<file path="config.mk">
export PLATFORM = sky130hd
export DESIGN_NAME = sercol_top
export DESIGN_NICKNAME = d
export VERILOG_FILES = /design/src/verilog/sercol_pkg.sv /design/src/verilog/sercol_flag.sv /design/src/verilog/sercol_mask_reg.sv /design/src/verilog/sercol_top.sv
export VERILOG_INCLUDE_DIRS = /design/src /design/src/verilog
export SDC_FILE = /design/constraint.sdc
export NUM_CORES = 1
export LEC_CHECK = 0
export BUFFER_PORTS_ARGS = -buffer_cell sky130_fd_sc_hd__buf_2
export CORE_ASPECT_RATIO = 0.8
export CORE_UTILIZATION = 45
export DETAILED_ROUTE_END_ITERATION = 16
export GPL_TIMING_DRIVEN = 0
export PLACE_DENSITY = 0.73
export SYNTH_ARGS = -nofsm -noshare
export SYNTH_HDL_FRONTEND = slang
export SYNTH_SLANG_ARGS = --single-unit
</file>
<file path="constraint.sdc">
create_clock -name sys_clk -period 2.4 [get_ports sys_clk]
set_clock_uncertainty 0.1 [all_clocks]
set_input_delay 0.36 -clock sys_clk [delete_from_list [all_inputs] [get_ports sys_clk]]
set_output_delay 0.36 -clock sys_clk [all_outputs]
set_load 0.01 [all_outputs]
</file>
<file path="src/verilog/sercol_consts.svh">
// constants of the slave event request collector: offsets, bit positions, reset values
`ifndef SERCOL_CONSTS_SVH
`define SERCOL_CONSTS_SVH

// ======================================
// byte offsets of the registers
`define SERCOL_OFS_MASTER_MASK      16'h0200
`define SERCOL_OFS_HOST_MASK        16'h0204
`define SERCOL_OFS_MASTER_REQ       16'h0210
`define SERCOL_OFS_HOST_REQ         16'h0220
`define SERCOL_OFS_FIRST_SYNC_OUTPUT_STATUS     16'h098E
`define SERCOL_OFS_SECOND_SYNC_OUTPUT_STATUS     16'h098F

// ======================================
// reset values and implemented-bit masks
`define SERCOL_MASTER_MASK_RST      32'h0000_0000
`define SERCOL_HOST_MASK_RST        32'h00FF_FF0F
`define SERCOL_MASTER_REQ_USED      16'h00FD
`define SERCOL_HOST_REQ_USED        32'h0000_0F7F

// ======================================
// configuration bit positions
`define SERCOL_CFG_FIRST_SYNC_OUTPUT_MAP        3
`define SERCOL_CFG_SECOND_SYNC_OUTPUT_MAP        7
`define SERCOL_CFG_EMULATION        8

// ======================================
// sticky flag slots
`define SERCOL_NFLAGS               13
`define SERCOL_F_AL_STATUS          0
`define SERCOL_F_DL_STATUS          1
`define SERCOL_F_M_LATCH            2
`define SERCOL_F_WATCHDOG           3
`define SERCOL_F_EEPROM             4
`define SERCOL_F_SECOND_SYNC_OUTPUT              5
`define SERCOL_F_FIRST_SYNC_OUTPUT              6
`define SERCOL_F_H_LATCH            7
`define SERCOL_F_AL_CTRL            8
`define SERCOL_F_ACT0               9

`endif

</file>
<file path="src/verilog/sercol_pkg.sv">
// types of the slave event request collector
package sercol_pkg;

  // ======================================
  // one byte-wide register access from either side
  typedef struct packed {
    logic        rd;
    logic        wr;
    logic [15:0] addr;
    logic [7:0]  wdata;
  } sercol_acc_t;

  // ======================================
  // registered state of the top module
  typedef struct packed {
    logic [7:0]  m_rdata;
    logic [7:0]  h_rdata;
    logic        irq;
    logic [15:0] evt_field;
  } sercol_state_t;

  // state of one sticky flag
  typedef struct packed {
    logic flag;
  } sercol_flag_t;

  // state of one mask register
  typedef struct packed {
    logic [31:0] value;
  } sercol_mask_t;

endpackage : sercol_pkg

</file>
<file path="src/verilog/sercol_flag.sv">
// one sticky event flag, set wins over clear
`timescale 1ns/1ps
`default_nettype none

module sercol_flag
  import sercol_pkg::*;
(
  // clock and reset
  input  wire logic sys_clk,
  input  wire logic reset,
  // event and clear
  input  wire logic set,
  input  wire logic clr,
  // flag
  output logic      flag_q
);

  sercol_flag_t s_q;
  sercol_flag_t s_d;

  // ======================================
  // next state: an event in the clearing cycle is kept
  always_comb begin
    s_d = s_q;
    if (set) begin
      s_d.flag = 1'b1;
    end else if (clr) begin
      s_d.flag = 1'b0;
    end
  end

  // state register
  always_ff @(posedge sys_clk or posedge reset) begin
    if (reset) begin
      s_q <= '0;
    end else begin
      s_q <= s_d;
    end
  end

  assign flag_q = s_q.flag;

endmodule : sercol_flag

`default_nettype wire

</file>
<file path="src/verilog/sercol_mask_reg.sv">
// byte-writable 32-bit mask register
`timescale 1ns/1ps
`default_nettype none

module sercol_mask_reg
  import sercol_pkg::*;
#(
  parameter logic [31:0] RST_VAL = 32'h0000_0000
)
(
  // clock and reset
  input  wire logic        sys_clk,
  input  wire logic        reset,
  // byte write
  input  wire logic [3:0]  byte_we,
  input  wire logic [7:0]  wdata,
  // mask value
  output logic      [31:0] value_q
);

  sercol_mask_t s_q;
  sercol_mask_t s_d;

  // ======================================
  // next state: each enabled lane takes the write byte
  always_comb begin
    s_d = s_q;
    for (int i = 0; i < 4; i++) begin
      if (byte_we[i]) begin
        s_d.value[i*8 +: 8] = wdata;
      end
    end
  end

  // state register
  always_ff @(posedge sys_clk or posedge reset) begin
    if (reset) begin
      s_q.value <= RST_VAL;
    end else begin
      s_q <= s_d;
    end
  end

  assign value_q = s_q.value;

endmodule : sercol_mask_reg

`default_nettype wire

</file>
<file path="src/verilog/sercol_top.sv">
// event request collector of the slave controller: both request registers, masks and host interrupt
// ======================================
// What this block does
// - master request bits 7..4 follow sync channel 3..0 pending status
// - master bit 3 sets on application layer status change, clears on master status read
// - master bit 2 sets on data link status change, clears on master status read
// - master bit 0 sets on latch change, clears after master latch read leaves no event while the master controls the latch
// - multi-byte registers put least significant byte at the lowest address
// - host bits 11..8 show sync channel 3..0 interrupt, bit 0 or 1 of its reg 5h
// - host bit 6 sets on watchdog expiry, clears on watchdog status read
// - host bit 5 shows pending memory command; host acknowledge clears it
// - host bit 4 sets on activation change, clears on reading that activation register
// - host bit 3 shows second sync output if config bit 7; host read of 098F clears
// - host bit 2 shows first sync output if config bit 3; host read of 098E clears
// - host bit 1 sets on latch change, clears after host latch read leaves no event while the host controls the latch
// - host bit 0 sets on control write while emulation off; control read clears
// - host interrupt only for request bits whose host mask bit is 1, reset 00FFFF0F
// - master bits go to frame event field only where master mask is 1, reset 0000
`timescale 1ns/1ps
`default_nettype none
`include "sercol_consts.svh"

module sercol_top
  import sercol_pkg::*;
(
  // clock and reset
  input  wire logic             sys_clk,
  input  wire logic             reset,
  // network master side register access
  input  wire sercol_acc_t      m_acc,
  output logic       [7:0]      m_rdata_q,
  output logic       [15:0]     evt_field_q,
  // host data interface register access
  input  wire sercol_acc_t      h_acc,
  output logic       [7:0]      h_rdata_q,
  output logic                  host_irq_q,
  // sync channel sources
  input  wire logic  [3:0]      sm_status,
  input  wire logic  [3:0][1:0] sm_intr_bits,
  input  wire logic  [3:0]      sm_act_change,
  input  wire logic  [3:0]      h_rd_sm_act,
  // application layer and data link sources
  input  wire logic             al_status_change,
  input  wire logic             m_rd_al_status,
  input  wire logic             dl_status_change,
  input  wire logic             m_rd_dl_status,
  input  wire logic             al_ctrl_write,
  input  wire logic             h_rd_al_ctrl,
  // distributed clock latch and sync sources
  input  wire logic             latch_change,
  input  wire logic             latch_master_ctrl,
  input  wire logic  [1:0]      latch_status,
  input  wire logic             m_rd_latch_time,
  input  wire logic             h_rd_latch_time,
  input  wire logic             first_sync_output,
  input  wire logic             second_sync_output,
  input  wire logic  [8:0]      sync_latch_cfg,
  // watchdog and memory emulation sources
  input  wire logic             wd_pd_expired,
  input  wire logic             h_rd_wd_status,
  input  wire logic             eeprom_cmd,
  input  wire logic             eeprom_ack
);

  sercol_state_t              s_q;
  sercol_state_t              s_d;
  logic [`SERCOL_NFLAGS-1:0]  flag_set;
  logic [`SERCOL_NFLAGS-1:0]  flag_clr;
  logic [`SERCOL_NFLAGS-1:0]  flag_q;
  logic [3:0]                 sm_irq;
  logic [15:0]                m_req;
  logic [31:0]                h_req;
  logic [31:0]                m_mask;
  logic [31:0]                h_mask;
  logic [3:0]                 m_mask_we;
  logic [3:0]                 h_mask_we;
  logic                       latch_empty;

  // ======================================
  // sticky flags, one instance per event source, two for the latch change
  genvar g;
  generate
    for (g = 0; g < `SERCOL_NFLAGS; g++) begin : g_flag
      sercol_flag u_flag (
        .sys_clk (sys_clk),
        .reset   (reset),
        .set     (flag_set[g]),
        .clr     (flag_clr[g]),
        .flag_q  (flag_q[g])
      );
    end
    // per sync channel: interrupt bits and activation-change flags
    for (g = 0; g < 4; g++) begin : g_sm
      assign sm_irq[g] = sm_intr_bits[g][0] | sm_intr_bits[g][1];
      assign flag_set[`SERCOL_F_ACT0 + g] = sm_act_change[g];
      assign flag_clr[`SERCOL_F_ACT0 + g] = h_rd_sm_act[g];
    end
  endgenerate

  // ======================================
  // set and clear conditions of the remaining flags
  assign latch_empty = ~|latch_status;
  assign flag_set[`SERCOL_F_AL_STATUS] = al_status_change;
  assign flag_clr[`SERCOL_F_AL_STATUS] = m_rd_al_status;
  assign flag_set[`SERCOL_F_DL_STATUS] = dl_status_change;
  assign flag_clr[`SERCOL_F_DL_STATUS] = m_rd_dl_status;
  assign flag_set[`SERCOL_F_M_LATCH]   = latch_change;
  assign flag_clr[`SERCOL_F_M_LATCH]   = latch_master_ctrl & m_rd_latch_time & latch_empty;
  assign flag_set[`SERCOL_F_H_LATCH]   = latch_change;
  assign flag_clr[`SERCOL_F_H_LATCH]   = ~latch_master_ctrl & h_rd_latch_time & latch_empty;
  assign flag_set[`SERCOL_F_WATCHDOG]  = wd_pd_expired;
  assign flag_clr[`SERCOL_F_WATCHDOG]  = h_rd_wd_status;
  assign flag_set[`SERCOL_F_EEPROM]    = eeprom_cmd;
  assign flag_clr[`SERCOL_F_EEPROM]    = eeprom_ack;
  assign flag_set[`SERCOL_F_SECOND_SYNC_OUTPUT]     = second_sync_output & sync_latch_cfg[`SERCOL_CFG_SECOND_SYNC_OUTPUT_MAP];
  assign flag_clr[`SERCOL_F_SECOND_SYNC_OUTPUT]     = h_acc.rd & (h_acc.addr == `SERCOL_OFS_SECOND_SYNC_OUTPUT_STATUS);
  assign flag_set[`SERCOL_F_FIRST_SYNC_OUTPUT]     = first_sync_output & sync_latch_cfg[`SERCOL_CFG_FIRST_SYNC_OUTPUT_MAP];
  assign flag_clr[`SERCOL_F_FIRST_SYNC_OUTPUT]     = h_acc.rd & (h_acc.addr == `SERCOL_OFS_FIRST_SYNC_OUTPUT_STATUS);
  assign flag_set[`SERCOL_F_AL_CTRL]   = al_ctrl_write & ~sync_latch_cfg[`SERCOL_CFG_EMULATION];
  assign flag_clr[`SERCOL_F_AL_CTRL]   = h_rd_al_ctrl;

  // ======================================
  // request words; reserved positions stay zero
  always_comb begin
    m_req      = 16'h0000;
    m_req[7:4] = sm_status;
    m_req[3]   = flag_q[`SERCOL_F_AL_STATUS];
    m_req[2]   = flag_q[`SERCOL_F_DL_STATUS];
    m_req[0]   = flag_q[`SERCOL_F_M_LATCH];
    m_req      = m_req & `SERCOL_MASTER_REQ_USED;
    h_req       = 32'h0000_0000;
    h_req[11:8] = sm_irq;
    h_req[6]    = flag_q[`SERCOL_F_WATCHDOG];
    h_req[5]    = flag_q[`SERCOL_F_EEPROM];
    h_req[4]    = |flag_q[`SERCOL_F_ACT0 +: 4];
    h_req[3]    = flag_q[`SERCOL_F_SECOND_SYNC_OUTPUT];
    h_req[2]    = flag_q[`SERCOL_F_FIRST_SYNC_OUTPUT];
    h_req[1]    = flag_q[`SERCOL_F_H_LATCH];
    h_req[0]    = flag_q[`SERCOL_F_AL_CTRL];
    h_req       = h_req & `SERCOL_HOST_REQ_USED;
  end

  // ======================================
  // mask registers: master mask from the master side, host mask from the host side
  always_comb begin
    m_mask_we = 4'h0;
    h_mask_we = 4'h0;
    if (m_acc.wr && (m_acc.addr[15:1] == `SERCOL_OFS_MASTER_MASK >> 1)) begin
      m_mask_we[m_acc.addr[0]] = 1'b1;
    end
    if (h_acc.wr && (h_acc.addr[15:2] == `SERCOL_OFS_HOST_MASK >> 2)) begin
      h_mask_we[h_acc.addr[1:0]] = 1'b1;
    end
  end

  sercol_mask_reg #(
    .RST_VAL (`SERCOL_MASTER_MASK_RST)
  ) u_m_mask (
    .sys_clk (sys_clk),
    .reset   (reset),
    .byte_we (m_mask_we),
    .wdata   (m_acc.wdata),
    .value_q (m_mask)
  );

  sercol_mask_reg #(
    .RST_VAL (`SERCOL_HOST_MASK_RST)
  ) u_h_mask (
    .sys_clk (sys_clk),
    .reset   (reset),
    .byte_we (h_mask_we),
    .wdata   (h_acc.wdata),
    .value_q (h_mask)
  );

  // ======================================
  // byte lane of a word: lane 0 is the lowest address
  function automatic logic [7:0] sercol_lane(input logic [31:0] word, input logic [1:0] lane);
    sercol_lane = word[lane*8 +: 8];
  endfunction : sercol_lane

  // read data mux for one side; unmapped addresses read zero
  function automatic logic [7:0] sercol_read(input logic [15:0] addr, input logic [31:0] mreq,
                                             input logic [31:0] mmask, input logic [31:0] hreq,
                                             input logic [31:0] hmask);
    logic [7:0] d;
    d = 8'h00;
    case (addr[15:2])
      (`SERCOL_OFS_MASTER_MASK >> 2): d = sercol_lane(mmask, addr[1:0]);
      (`SERCOL_OFS_HOST_MASK >> 2):   d = sercol_lane(hmask, addr[1:0]);
      (`SERCOL_OFS_MASTER_REQ >> 2):  d = sercol_lane(mreq, addr[1:0]);
      (`SERCOL_OFS_HOST_REQ >> 2):    d = sercol_lane(hreq, addr[1:0]);
      default:                        d = 8'h00;
    endcase
    sercol_read = d;
  endfunction : sercol_read

  // ======================================
  // next state: read data, frame event field, host interrupt
  always_comb begin
    s_d = s_q;
    if (m_acc.rd) begin
      s_d.m_rdata = sercol_read(m_acc.addr, {16'h0000, m_req}, m_mask, h_req, h_mask);
    end
    if (h_acc.rd) begin
      s_d.h_rdata = sercol_read(h_acc.addr, {16'h0000, m_req}, m_mask, h_req, h_mask);
    end
    s_d.evt_field = m_req & m_mask[15:0];
    s_d.irq       = |(h_req & h_mask);
  end

  // state register
  always_ff @(posedge sys_clk or posedge reset) begin
    if (reset) begin
      s_q <= '0;
    end else begin
      s_q <= s_d;
    end
  end

  assign m_rdata_q   = s_q.m_rdata;
  assign h_rdata_q   = s_q.h_rdata;
  assign evt_field_q = s_q.evt_field;
  assign host_irq_q  = s_q.irq;

  // ======================================
  // checks
  property p_mirror;
    @(posedge sys_clk) disable iff (reset)
    m_acc.rd && (m_acc.addr == `SERCOL_OFS_MASTER_REQ) |=> m_rdata_q[7:4] == $past(sm_status);
  endproperty
  a_mirror: assert property (p_mirror) else $error("master request does not mirror sync status");

  property p_al_status;
    @(posedge sys_clk) disable iff (reset)
    al_status_change |=> m_req[3] ##1 evt_field_q[3] == $past(m_mask[3]);
  endproperty
  a_al_status: assert property (p_al_status) else $error("status change not flagged");

  property p_dl_clear;
    @(posedge sys_clk) disable iff (reset)
    m_rd_dl_status && !dl_status_change |=> !m_req[2];
  endproperty
  a_dl_clear: assert property (p_dl_clear) else $error("link status flag not cleared");

  property p_m_latch;
    @(posedge sys_clk) disable iff (reset)
    latch_change |=> m_req[0] && h_req[1];
  endproperty
  a_m_latch: assert property (p_m_latch) else $error("latch change not flagged");

  property p_high_byte;
    @(posedge sys_clk) disable iff (reset)
    h_acc.rd && (h_acc.addr == `SERCOL_OFS_HOST_REQ + 16'h0001) |=> h_rdata_q == $past(h_req[15:8]);
  endproperty
  a_high_byte: assert property (p_high_byte) else $error("byte order wrong");

  property p_sm_irq;
    @(posedge sys_clk) disable iff (reset)
    h_req[11:8] == {|sm_intr_bits[3], |sm_intr_bits[2], |sm_intr_bits[1], |sm_intr_bits[0]};
  endproperty
  a_sm_irq: assert property (p_sm_irq) else $error("channel interrupt bits wrong");

  property p_watchdog;
    @(posedge sys_clk) disable iff (reset)
    wd_pd_expired ##1 (!h_rd_wd_status && !wd_pd_expired)[*2] |=> h_req[6];
  endproperty
  a_watchdog: assert property (p_watchdog) else $error("watchdog flag lost");

  property p_eeprom_clr;
    @(posedge sys_clk) disable iff (reset)
    eeprom_ack && !eeprom_cmd |=> !h_req[5];
  endproperty
  a_eeprom_clr: assert property (p_eeprom_clr) else $error("memory command not cleared");

  property p_second_sync_output;
    @(posedge sys_clk) disable iff (reset)
    second_sync_output && sync_latch_cfg[7] |=> h_req[3];
  endproperty
  a_second_sync_output: assert property (p_second_sync_output) else $error("second sync output not shown");

  property p_ctrl_emul;
    @(posedge sys_clk) disable iff (reset)
    !h_req[0] && (!al_ctrl_write || sync_latch_cfg[8]) |=> !h_req[0];
  endproperty
  a_ctrl_emul: assert property (p_ctrl_emul) else $error("control event raised under emulation");

  property p_irq;
    @(posedge sys_clk) disable iff (reset)
    ##1 host_irq_q == |($past(h_req) & $past(h_mask));
  endproperty
  a_irq: assert property (p_irq) else $error("host interrupt does not follow masked requests");

  property p_field;
    @(posedge sys_clk) disable iff (reset)
    ##1 evt_field_q == ($past(m_req) & $past(m_mask[15:0]));
  endproperty
  a_field: assert property (p_field) else $error("frame event field not masked");

endmodule : sercol_top

`default_nettype wire

</file>
# [Word-level counts from Yosys, hierarchy flattened]
# Index checks and enable logic that the tools add are counted.
[totals] register_bits=110 inputBits=101 out_inout_bits=33 wordCells=120
[op_classes] n_lt_le_gt_ge=4 n_eq_ne=11 n_shift=8 n_mux=34 bitwise_logic=17 reduce_logical=21
[op_table] op="indexed part select 32 x 6 -> 8 bit" n=8
[op_table] op="== test 14 x 8 -> 1 bit, second input constant" n=8
[op_table] op="one-hot mux 8 bit (4 select lines)" n=2
[op_table] op="bitwise AND 12 x 32 -> 32 bit" n=1
[op_table] op="== test 16 x 12 -> 1 bit, second input constant" n=2
[op_table] op="OR reduction 32 bit" n=1
[op_table] op="2-to-1 mux 1 bit" n=28
[op_table] op="nonzero test 2 bit" n=13
[op_table] op="bitwise AND 8 x 16 -> 16 bit" n=1
[op_table] op="== test 15 x 9 -> 1 bit, second input constant" n=1
[op_table] op="bitwise AND 1 bit" n=9
[op_table] op="logical AND 1 bit" n=4
[op_table] op="2-to-1 mux 4 bit" n=1
[op_table] op="bitwise OR 1 bit" n=4
[op_table] op="OR reduction 4 bit" n=1
[op_table] op="< comparator 1 x 3 -> 1 bit, second input constant" n=1
[op_table] op="< comparator 2 x 3 -> 1 bit, second input constant" n=1
[op_table] op="demux 1 bit (select 2 bit)" n=1
[op_table] op="greater-or-equal comparator 2 x 1 -> 1 bit, second input constant" n=1
[op_table] op="2-to-1 mux 2 bit" n=1
[op_table] op="inverter 1 bit" n=2
[op_table] op="OR reduction 2 bit" n=1
[op_table] op="demux 1 bit (select 1 bit)" n=1
[op_table] op="greater-or-equal comparator 1 bit, second input constant" n=1
[op_table] op="zero test 1 bit" n=1

# [Longest topological paths before layout]
# Gate-level depths: netlist of the first run.
[logic_depth] word_depth=5 ltp_mapped=9 mapped_depth_nobuf=6

# [By module]
# A second synthesis of the first run with hierarchy kept.
[unflattened] hier_cells=568 hier_area_um2=6132.1
[modules_own_cells] module="sercol_top" instances=1 cells_each=378 area_each_um2=2926.6 seq_area_each_um2=600.6
[modules_own_cells] module="sercol_mask_reg at u_h_mask" instances=1 cells_each=69 area_each_um2=1355.0 seq_area_each_um2=825.8
[modules_own_cells] module="sercol_mask_reg at u_m_mask" instances=1 cells_each=69 area_each_um2=1330.0 seq_area_each_um2=800.8
[modules_own_cells] module="sercol_flag" instances=13 cells_each=4 area_each_um2=40.0 seq_area_each_um2=25.0

# [Worst setup path before layout of the first run]
# OpenSTA, ideal clock, no wires.
[synth_timing] path_kind="input-to-reg" from="input h_acc[11] (netlist name)" to="register s_q (netlist bit h_rdata_q[6])" setup_ns=0.126 arrival_ns=2.042 required_time_ns=2.174 path_slack_ns=0.132 cell_stages=8 n_path_buf=2 path_cell_list="or4b_4 -> and4bb_2 -> buf_6 -> o21ai_4 -> buf_6 -> a221oi_2 -> nor3_1 -> a221o_1"
[synth_via] elab_chain_cells=2 elab_cells_between_ends=5 cone_classes="eq/ne (4); mux (1)"
[synth_rtl] element="start, declared" line_no="sercol_top.sv:34" rtl="input wire sercol_acc_t h_acc,"
[synth_rtl] element="== test 14 x 8 -> 1 bit" line_no="sercol_top.sv:188" rtl="case (addr[15:2])"
[synth_rtl] element="one-hot mux 8 bit (4 select lines) *" line_no="sercol_top.sv:188"
[synth_rtl] element="end signal, assigned" line_no="sercol_top.sv:215" rtl="s_q <= '0;"
[synth_rtl] element="end signal, assigned" line_no="sercol_top.sv:217" rtl="s_q <= s_d;"
[synth_rtl] element="end, declared" line_no="sercol_top.sv:65" rtl="sercol_state_t s_q;"
# Every way passes the cells marked *; elsewhere a longest branch is shown, timed or not.
# A chain may end at the register's enable or synchronous reset.

# [Worst setup path after layout of the first run]
[layout_timing] from="input h_acc[11] (netlist name)" to="register s_q (netlist bit h_rdata_q[3])"
# Same word-level chain as after synthesis.

==> results of run 1 <==
==> power by group <==
part | internal, mW | leakage, nW | switching, mW
registers | 1.45 | 1.07 | 0.0125
clock network | 0.727 | 0.131 | 0.532
logic | 0.132 | 1.57 | 0.174
==> cells by family (layout without fill, tap and decap cells) <==
logic type,Yosys count,count (layout)
muxes,64,64
adders and majority gates,1,1
buffers and inverters,41,177
AOI/OAI and AO/OA,129,129
DFF,85,85
other,1,9
and+or+nand+nor,117,117
==> registers in the layout, summed over array words and instances (netlist names) <==
| name | count |
|---|---|
| evt_field_q | 7 |
| g_flag.u_flag.flag_q | 13 |
| h_rdata_q | 8 |
| host_irq_q | 1 |
| m_rdata_q | 8 |
| u_h_mask.value_q | 32 |
| u_m_mask.value_q | 16 |
==> worst reg2reg max path: stages (launching register included) <==
cell and delay [ns]:
dfrtp_1 0.37, nor4_1 0.56, inv_1 0.13, a22oi_1 0.32
o41ai_1 0.14, a221oi_1 0.24, o2bb2ai_1 0.11
==> final timing paths <==
path | end | depth (start not counted)
max | h_rdata_q[3] | 7
min | g_flag[8].u_flag.flag_q | 2
max reg2reg | h_rdata_q[4] | 6
min reg2reg | g_flag[11].u_flag.flag_q | 1
max in group asynchronous | u_m_mask.value_q[12] | 5
min in group asynchronous | g_flag[8].u_flag.flag_q | 3
==> stage by stage <==
stage	total power, mW	hold slack [ns]
CTS	3.05	0.0901
floorplan	1.63	0.349
detailed placement	1.79	0.344
finish	3.02	0.0931
global placement	1.77	0.361
global route	3.14	0.0959
==> repair_timing <==
item                                    in CTS  in global routing
resized for setup                            0                  1
endpoints found under the hold margin       13                  0
endpoints found under the setup margin       0                 23
hold buffers                                 1                  0
buffers inserted                             0                  2
==> layout make-up <==
cell class              instances  area share (%)
multi-input cells             320            40.8
flip-flops and latches         85            36.9
repair buffers                120            11.1
clock buffers                  14            4.35
well taps                     140            3.00
plain buffers                  25            2.57
inverters                      16            1.09
clock inverters                 2           0.171
==> layer usage <==
layer	GRT usage (%)	routed length, µm	part of all wire (%)
met1	38.9	6450	45
met2	43.8	6560	46
met3	4.73	1090	7.6
met4	7.05	200	1.4
met5	0	0	0
==> cell usage in the layout (no fill, tap or decap), types with 5 or more instances in the layout <==
cell	count
a21o_1	15
nor2b_1	8
inv_1	15
nand3_1	13
dfstp_2	20
and2_1	9
a22oi_1	15
mux2_2	53
a221oi_1	9
nor4_1	5
a21oi_1	11
buf_2	118
nor2_1	23
a22o_1	12
mux2i_1	11
dfrtp_1	65
nand2_1	27
clkbuf_16	9
conb_1	9
clkbuf_1	12
buf_4	12
o2bb2ai_1	5
o21ai_0	23
==> key figures, run 1 <==
Final layout
  • Share of cells above drive strength 1: 40.2%
  • Area taken by flip-flops and latches: 0.00215 mm²
  • Layout Nets: between 600 and 700
  • Final non-filler cell area: 0.00584 mm²
  • Filler Cell Count: just over 900
  • Footprint of the multi-input gates: about 0.0024 mm²
  • Area Overhead vs Synth: 23.9%
  • Final core occ: 57.2%
  • ANT cells: 0
  • Post-route insts no fill: 722

Clock tree
  • H-tree levels: 3
  • Worst skew pair latency: between 0.3 and 0.4 ns
  • CTS tree: built
  • TritonCTS buffer count: 9
  • Clock buffer depth: 2
  • Sinks on Clock Net: 85
  • Clk slew on worst S/H paths: 0.06 ns
  • Root buf cell: clkbuf_16

Synthesis
  • EDFF count, synth: 0
  • Post-Syn Instances: 438
  • Synthesized cell area: 0.00471 mm²
  • Synth Area in Compound Gates: 20.6%
  • Post-Synth Simple-Gate Area: ~14%
  • Multiplexer share of the synthesized area: 15.0%
  • Top post-synthesis cells by area: dfrtp_1 (35%), mux2_2 (13%), dfstp_2 (11%)
  • Yosys Warn Count: 0
  • Main combinational cell family by area after synthesis: compound AO/OA/AOI/OAI gates
  • Register area share after synthesis: 45.7%
  • Adder and majority gate portion of the synthesized area: less than 1%
  • Yosys top cell by area: dfrtp_1
  • Cell variety after synth: 64
  • Synth top area share: roughly a third
  • Top FF cell, synth: dfrtp_1
  • Top cells by count, synth: dfrtp_1 (65), mux2_2 (53), nand2_1 (27)
  • Synthesized area per cell: 10.8 µm²
  • Most frequent cell after synthesis: dfrtp_1
  • Post-synthesis async set-or-reset flop share: 100%
  • Yosys reg bits: 85
  • Post-Synth XOR/XNOR Area: 0%

Worst setup path
  • Critical path peak fanout: 10
  • Crit Path Class: in2reg
  • Crit-path most repeated cell: buf_2
  • Worst EP arrival: 2.41 ns
  • Worst path cell trace: buf_2, or4b_4, nor4_2, buf_2, a22o_1, nor3_1, o32ai_1
  • Endpoint class of the critical path: flip-flop
  • CP bufs+invs: 2
  • Worst Path Required: ~2.5 ns
  • Largest stage delay, worst path: 0.58 ns
  • Slowest library cell on the worst path: or4b_4
  • Crit path launch type: primary input
  • Top delay family on crit path: simple AND/OR/NAND/NOR gates
  • Reg2reg start: g_flag[11].u_flag.flag_q
  • R2R Setup Slk: around 0.31 ns
  • Crit path from: h_acc[11]

Timing
  • Max_slew headroom: 49.9%
  • Achievable Freq: 438 MHz
  • Final hold vios: 0
  • Slew Limit Fails: 0
  • Setup TNS Final: 0 ns
  • Final setup vio count: 0
  • Worst setup margin: between 0.1 and 0.15 ns
  • RSZ-0062 raised after global routing: yes
  • Post-route clock period utilization: 95.2%
  • Post-layout min period: 2.28 ns
  • Slew of the pin with the lowest slew margin: 0.745 ns

Hold path
  • HP Class: in2reg
  • Hold Startpoint: h_rd_al_ctrl

Route
  • DR vias/cell: 5.85
  • Antenna-violating nets left: 0
  • DRC Markers: 0
  • Routed vias: roughly 4.2k
  • Total iterations of the first detailed-routing run: 7
  • DR WL/cell: 19.8 µm
  • Total wire length: 14300 µm
  • Drt initial violations: 312

Placement
  • Hpwl dp: between 10000 and 15000 µm
  • Placed Instances: 703
  • Gpl congestion: 0.904
  • Post-place instance area: 0.00554 mm²
  • Worst slack at placement: -0.287 ns
  • Number of port buffers: 115

Run
  • Max cap viols: 0

Floorplanning
  • Die Width: approximately 120 µm
  • CORE AREA: slightly above 0.01 mm²
  • Initial core utilization: 46.2%
  • Die Area: 0.0109 mm²
  • Chip Height: 93.5 µm
  • Rows: 33
  • Ports: 134

Global route
  • Vias in the first global route: roughly 4.1k
  • Largest net degree at the start of global routing: 38
  • GRT overflow: 0
  • Initial antenna violation count: 0
  • First-pass GRT wire length: 22000 µm
  • Total GRT Usage: 27.6%

Status
  • Status: finished clean

Pwr
  • Pleak: 2.77 nW
  • Worst vdd ir: about 0.39 mV
  • Pwr Density: 518 mW/mm²
Power figures use the tool's default switching activity.
==> inputs of run 2 (changes only) <==
--- a/config.mk
+++ b/config.mk
@@ -8,10 +8,10 @@
 export LEC_CHECK = 0
 export BUFFER_PORTS_ARGS = -buffer_cell sky130_fd_sc_hd__buf_2
 export CORE_ASPECT_RATIO = 0.8
-export CORE_UTILIZATION = 45
+export CORE_UTILIZATION = 47
 export DETAILED_ROUTE_END_ITERATION = 16
 export GPL_TIMING_DRIVEN = 0
-export PLACE_DENSITY = 0.73
+export PLACE_DENSITY = 0.83
 export SYNTH_ARGS = -nofsm -noshare
 export SYNTH_HDL_FRONTEND = slang
 export SYNTH_SLANG_ARGS = --single-unit
==> run 2 against run 1 <==
Effect of this change:
- critical path depth is 1 higher
- fmax rose by 3.1%
- worst setup slack better by 0.068 ns
- die area down 4.2%
- wire length rose by 0.10%
==> key figures, run 2 (synthesis gave the netlist of run 1 again) <==
Global route
  • GRT overflow: 0
  • First-pass GRT wire length: 22300 µm
  • Largest net degree at the start of global routing: 38
  • Vias in the first global route: 4057
  • Initial antenna violation count: 0
  • Total GRT Usage: between 20% and 30%

Route
  • DR vias/cell: slightly below 6
  • Total iterations of the first detailed-routing run: 5
  • DR WL/cell: 19.9 µm
  • Routed vias: 4231
  • DRC Markers: 0
  • Drt initial violations: 299
  • Antenna-violating nets left: 0
  • Total wire length: 14300 µm

Run
  • Max cap viols: 0

Worst setup path
  • Crit path launch type: primary input
  • Endpoint class of the critical path: flip-flop
  • Worst EP arrival: 2.33 ns
  • Crit Path Class: in2reg
  • Critical path peak fanout: 10
  • Worst Path Required: approximately 2.5 ns

Timing
  • Post-layout min period: between 2 and 2.5 ns
  • Slew Limit Fails: 0
  • Final hold vios: 0
  • Slew of the pin with the lowest slew margin: between 0.6 and 0.7 ns
  • RSZ-0062 raised after global routing: no
  • Final setup vio count: 0
  • Achievable Freq: 451 MHz
  • Setup TNS Final: 0 ns
  • Hold WS: 0.0902 ns
  • Max_slew headroom: 54.6%
  • Post-route clock period utilization: 92.3%

Floorplanning
  • CORE AREA: 0.00969 mm²
  • Die Width: 114 µm
  • Ports: between 100 and 150
  • Die Area: between 0.01 and 0.015 mm²
  • Chip Height: approximately 92 µm
  • Initial core utilization: 48.6%
  • Rows: 32

Final layout
  • Post-route insts no fill: between 700 and 800
  • Final non-filler cell area: 0.00586 mm²
  • Share of cells above drive strength 1: around 41%
  • Layout Nets: about 680
  • Most common cell after layout, fill and taps aside: buf_2
  • Area Overhead vs Synth: 24.4%
  • ANT cells: 0
  • Max reg flops: 32
  • Commonest cells after routing, fill and taps aside: buf_2 (118), dfrtp_1 (65), mux2_2 (53)

Clock tree
  • CTS tree: built
  • Worst skew pair latency: approximately 0.35 ns
  • Root buf cell: clkbuf_16
  • Clk slew on worst S/H paths: 0.06 ns
  • Clock buffer depth: 2
  • TritonCTS buffer count: 9
  • H-tree levels: 3
  • Sinks on Clock Net: 85

Placement
  • Number of port buffers: roughly 120
  • Hpwl dp: 11300 µm
  • Gpl congestion: approximately 0.94
  • Post-place instance area: 0.00553 mm²
  • Placed Instances: 699

Pwr
  • Pwr Density: 534 mW/mm²
  • Pleak: 2.77 nW
  • Worst vdd ir: 0.438 mV

Status
  • Status: finished clean

Hold path
  • HP Class: in2reg
run 2: cell count changes in the layout (fill, tap and decap cells not counted), sizes merged:
cell,change
clkbuf,-2
clkinv,-1
clkinvlp,+3
run 2: layout make-up:
| cell class | instances | area (µm²) |
|---|---|---|
| fillers | 836 | 3830 |
| multi-input cells | 320 | 2380 |
| flip-flops and latches | 85 | 2150 |
| repair buffers | 120 | 641 |
| clock buffers | 12 | 267 |
| well taps | 136 | 170 |
| plain buffers | 25 | 150 |
| inverters | 16 | 63.8 |
| clock inverters | 4 | 31.3 |
run 2: metrics by stage:
| stage | utilization (%) | setup slack, ns | power (mW) |
|---|---|---|---|
| after CTS | 60.3 | 0.108 | 3.14 |
| final | 60.5 | 0.184 | 3.13 |
| after global routing | 60.5 | 0.0496 | 3.24 |
| after detailed placement | 57.1 | -0.229 | 1.79 |
| after global placement | 56.7 | -0.238 | 1.77 |
| after floorplan | - | 0.132 | 1.63 |
run 2: path summary, 6_finish.rpt:
kind,cells past startpoint,start,slack [ns],end
min in group asynchronous,3,reset,0.43,u_h_mask.value_q[26]
max,8,h_acc[11],0.18,h_rdata_q[3]
max in group asynchronous,4,reset,1.22,u_h_mask.value_q[20]
min,2,dl_status_change,0.09,g_flag[1].u_flag.flag_q
min reg2reg,1,g_flag[9].u_flag.flag_q,0.39,g_flag[9].u_flag.flag_q
max reg2reg,6,g_flag[11].u_flag.flag_q,0.37,h_rdata_q[4]
run 2: metal layers:
layer  global-route usage (%)  part of all wire, %
met4                     7.25                  1.0
met1                     40.3                   44
met3                     7.01                   10
met2                     44.6                   45
met5                        0                    0
run 2: report_power, final:
part	internal (mW)	switching (mW)
Clock	0.787	0.574
Combinational	0.131	0.174
Sequential	1.45	0.0136
run 2: worst max-delay path, stage by stage:
cell and delay [ns]:
buf_2 0.11, or4b_4 0.58, and4bb_2 0.33, buf_6 0.15
o21ai_4 0.11, buf_6 0.19, a221oi_1 0.35, o32ai_1 0.15
run 2: repair_timing:
item	in CTS	in global routing
setup endpoints to repair	0	22
endpoints found under the hold margin	4	0
setup buffers	0	2
gates resized for setup	0	1
hold buffers	1	0
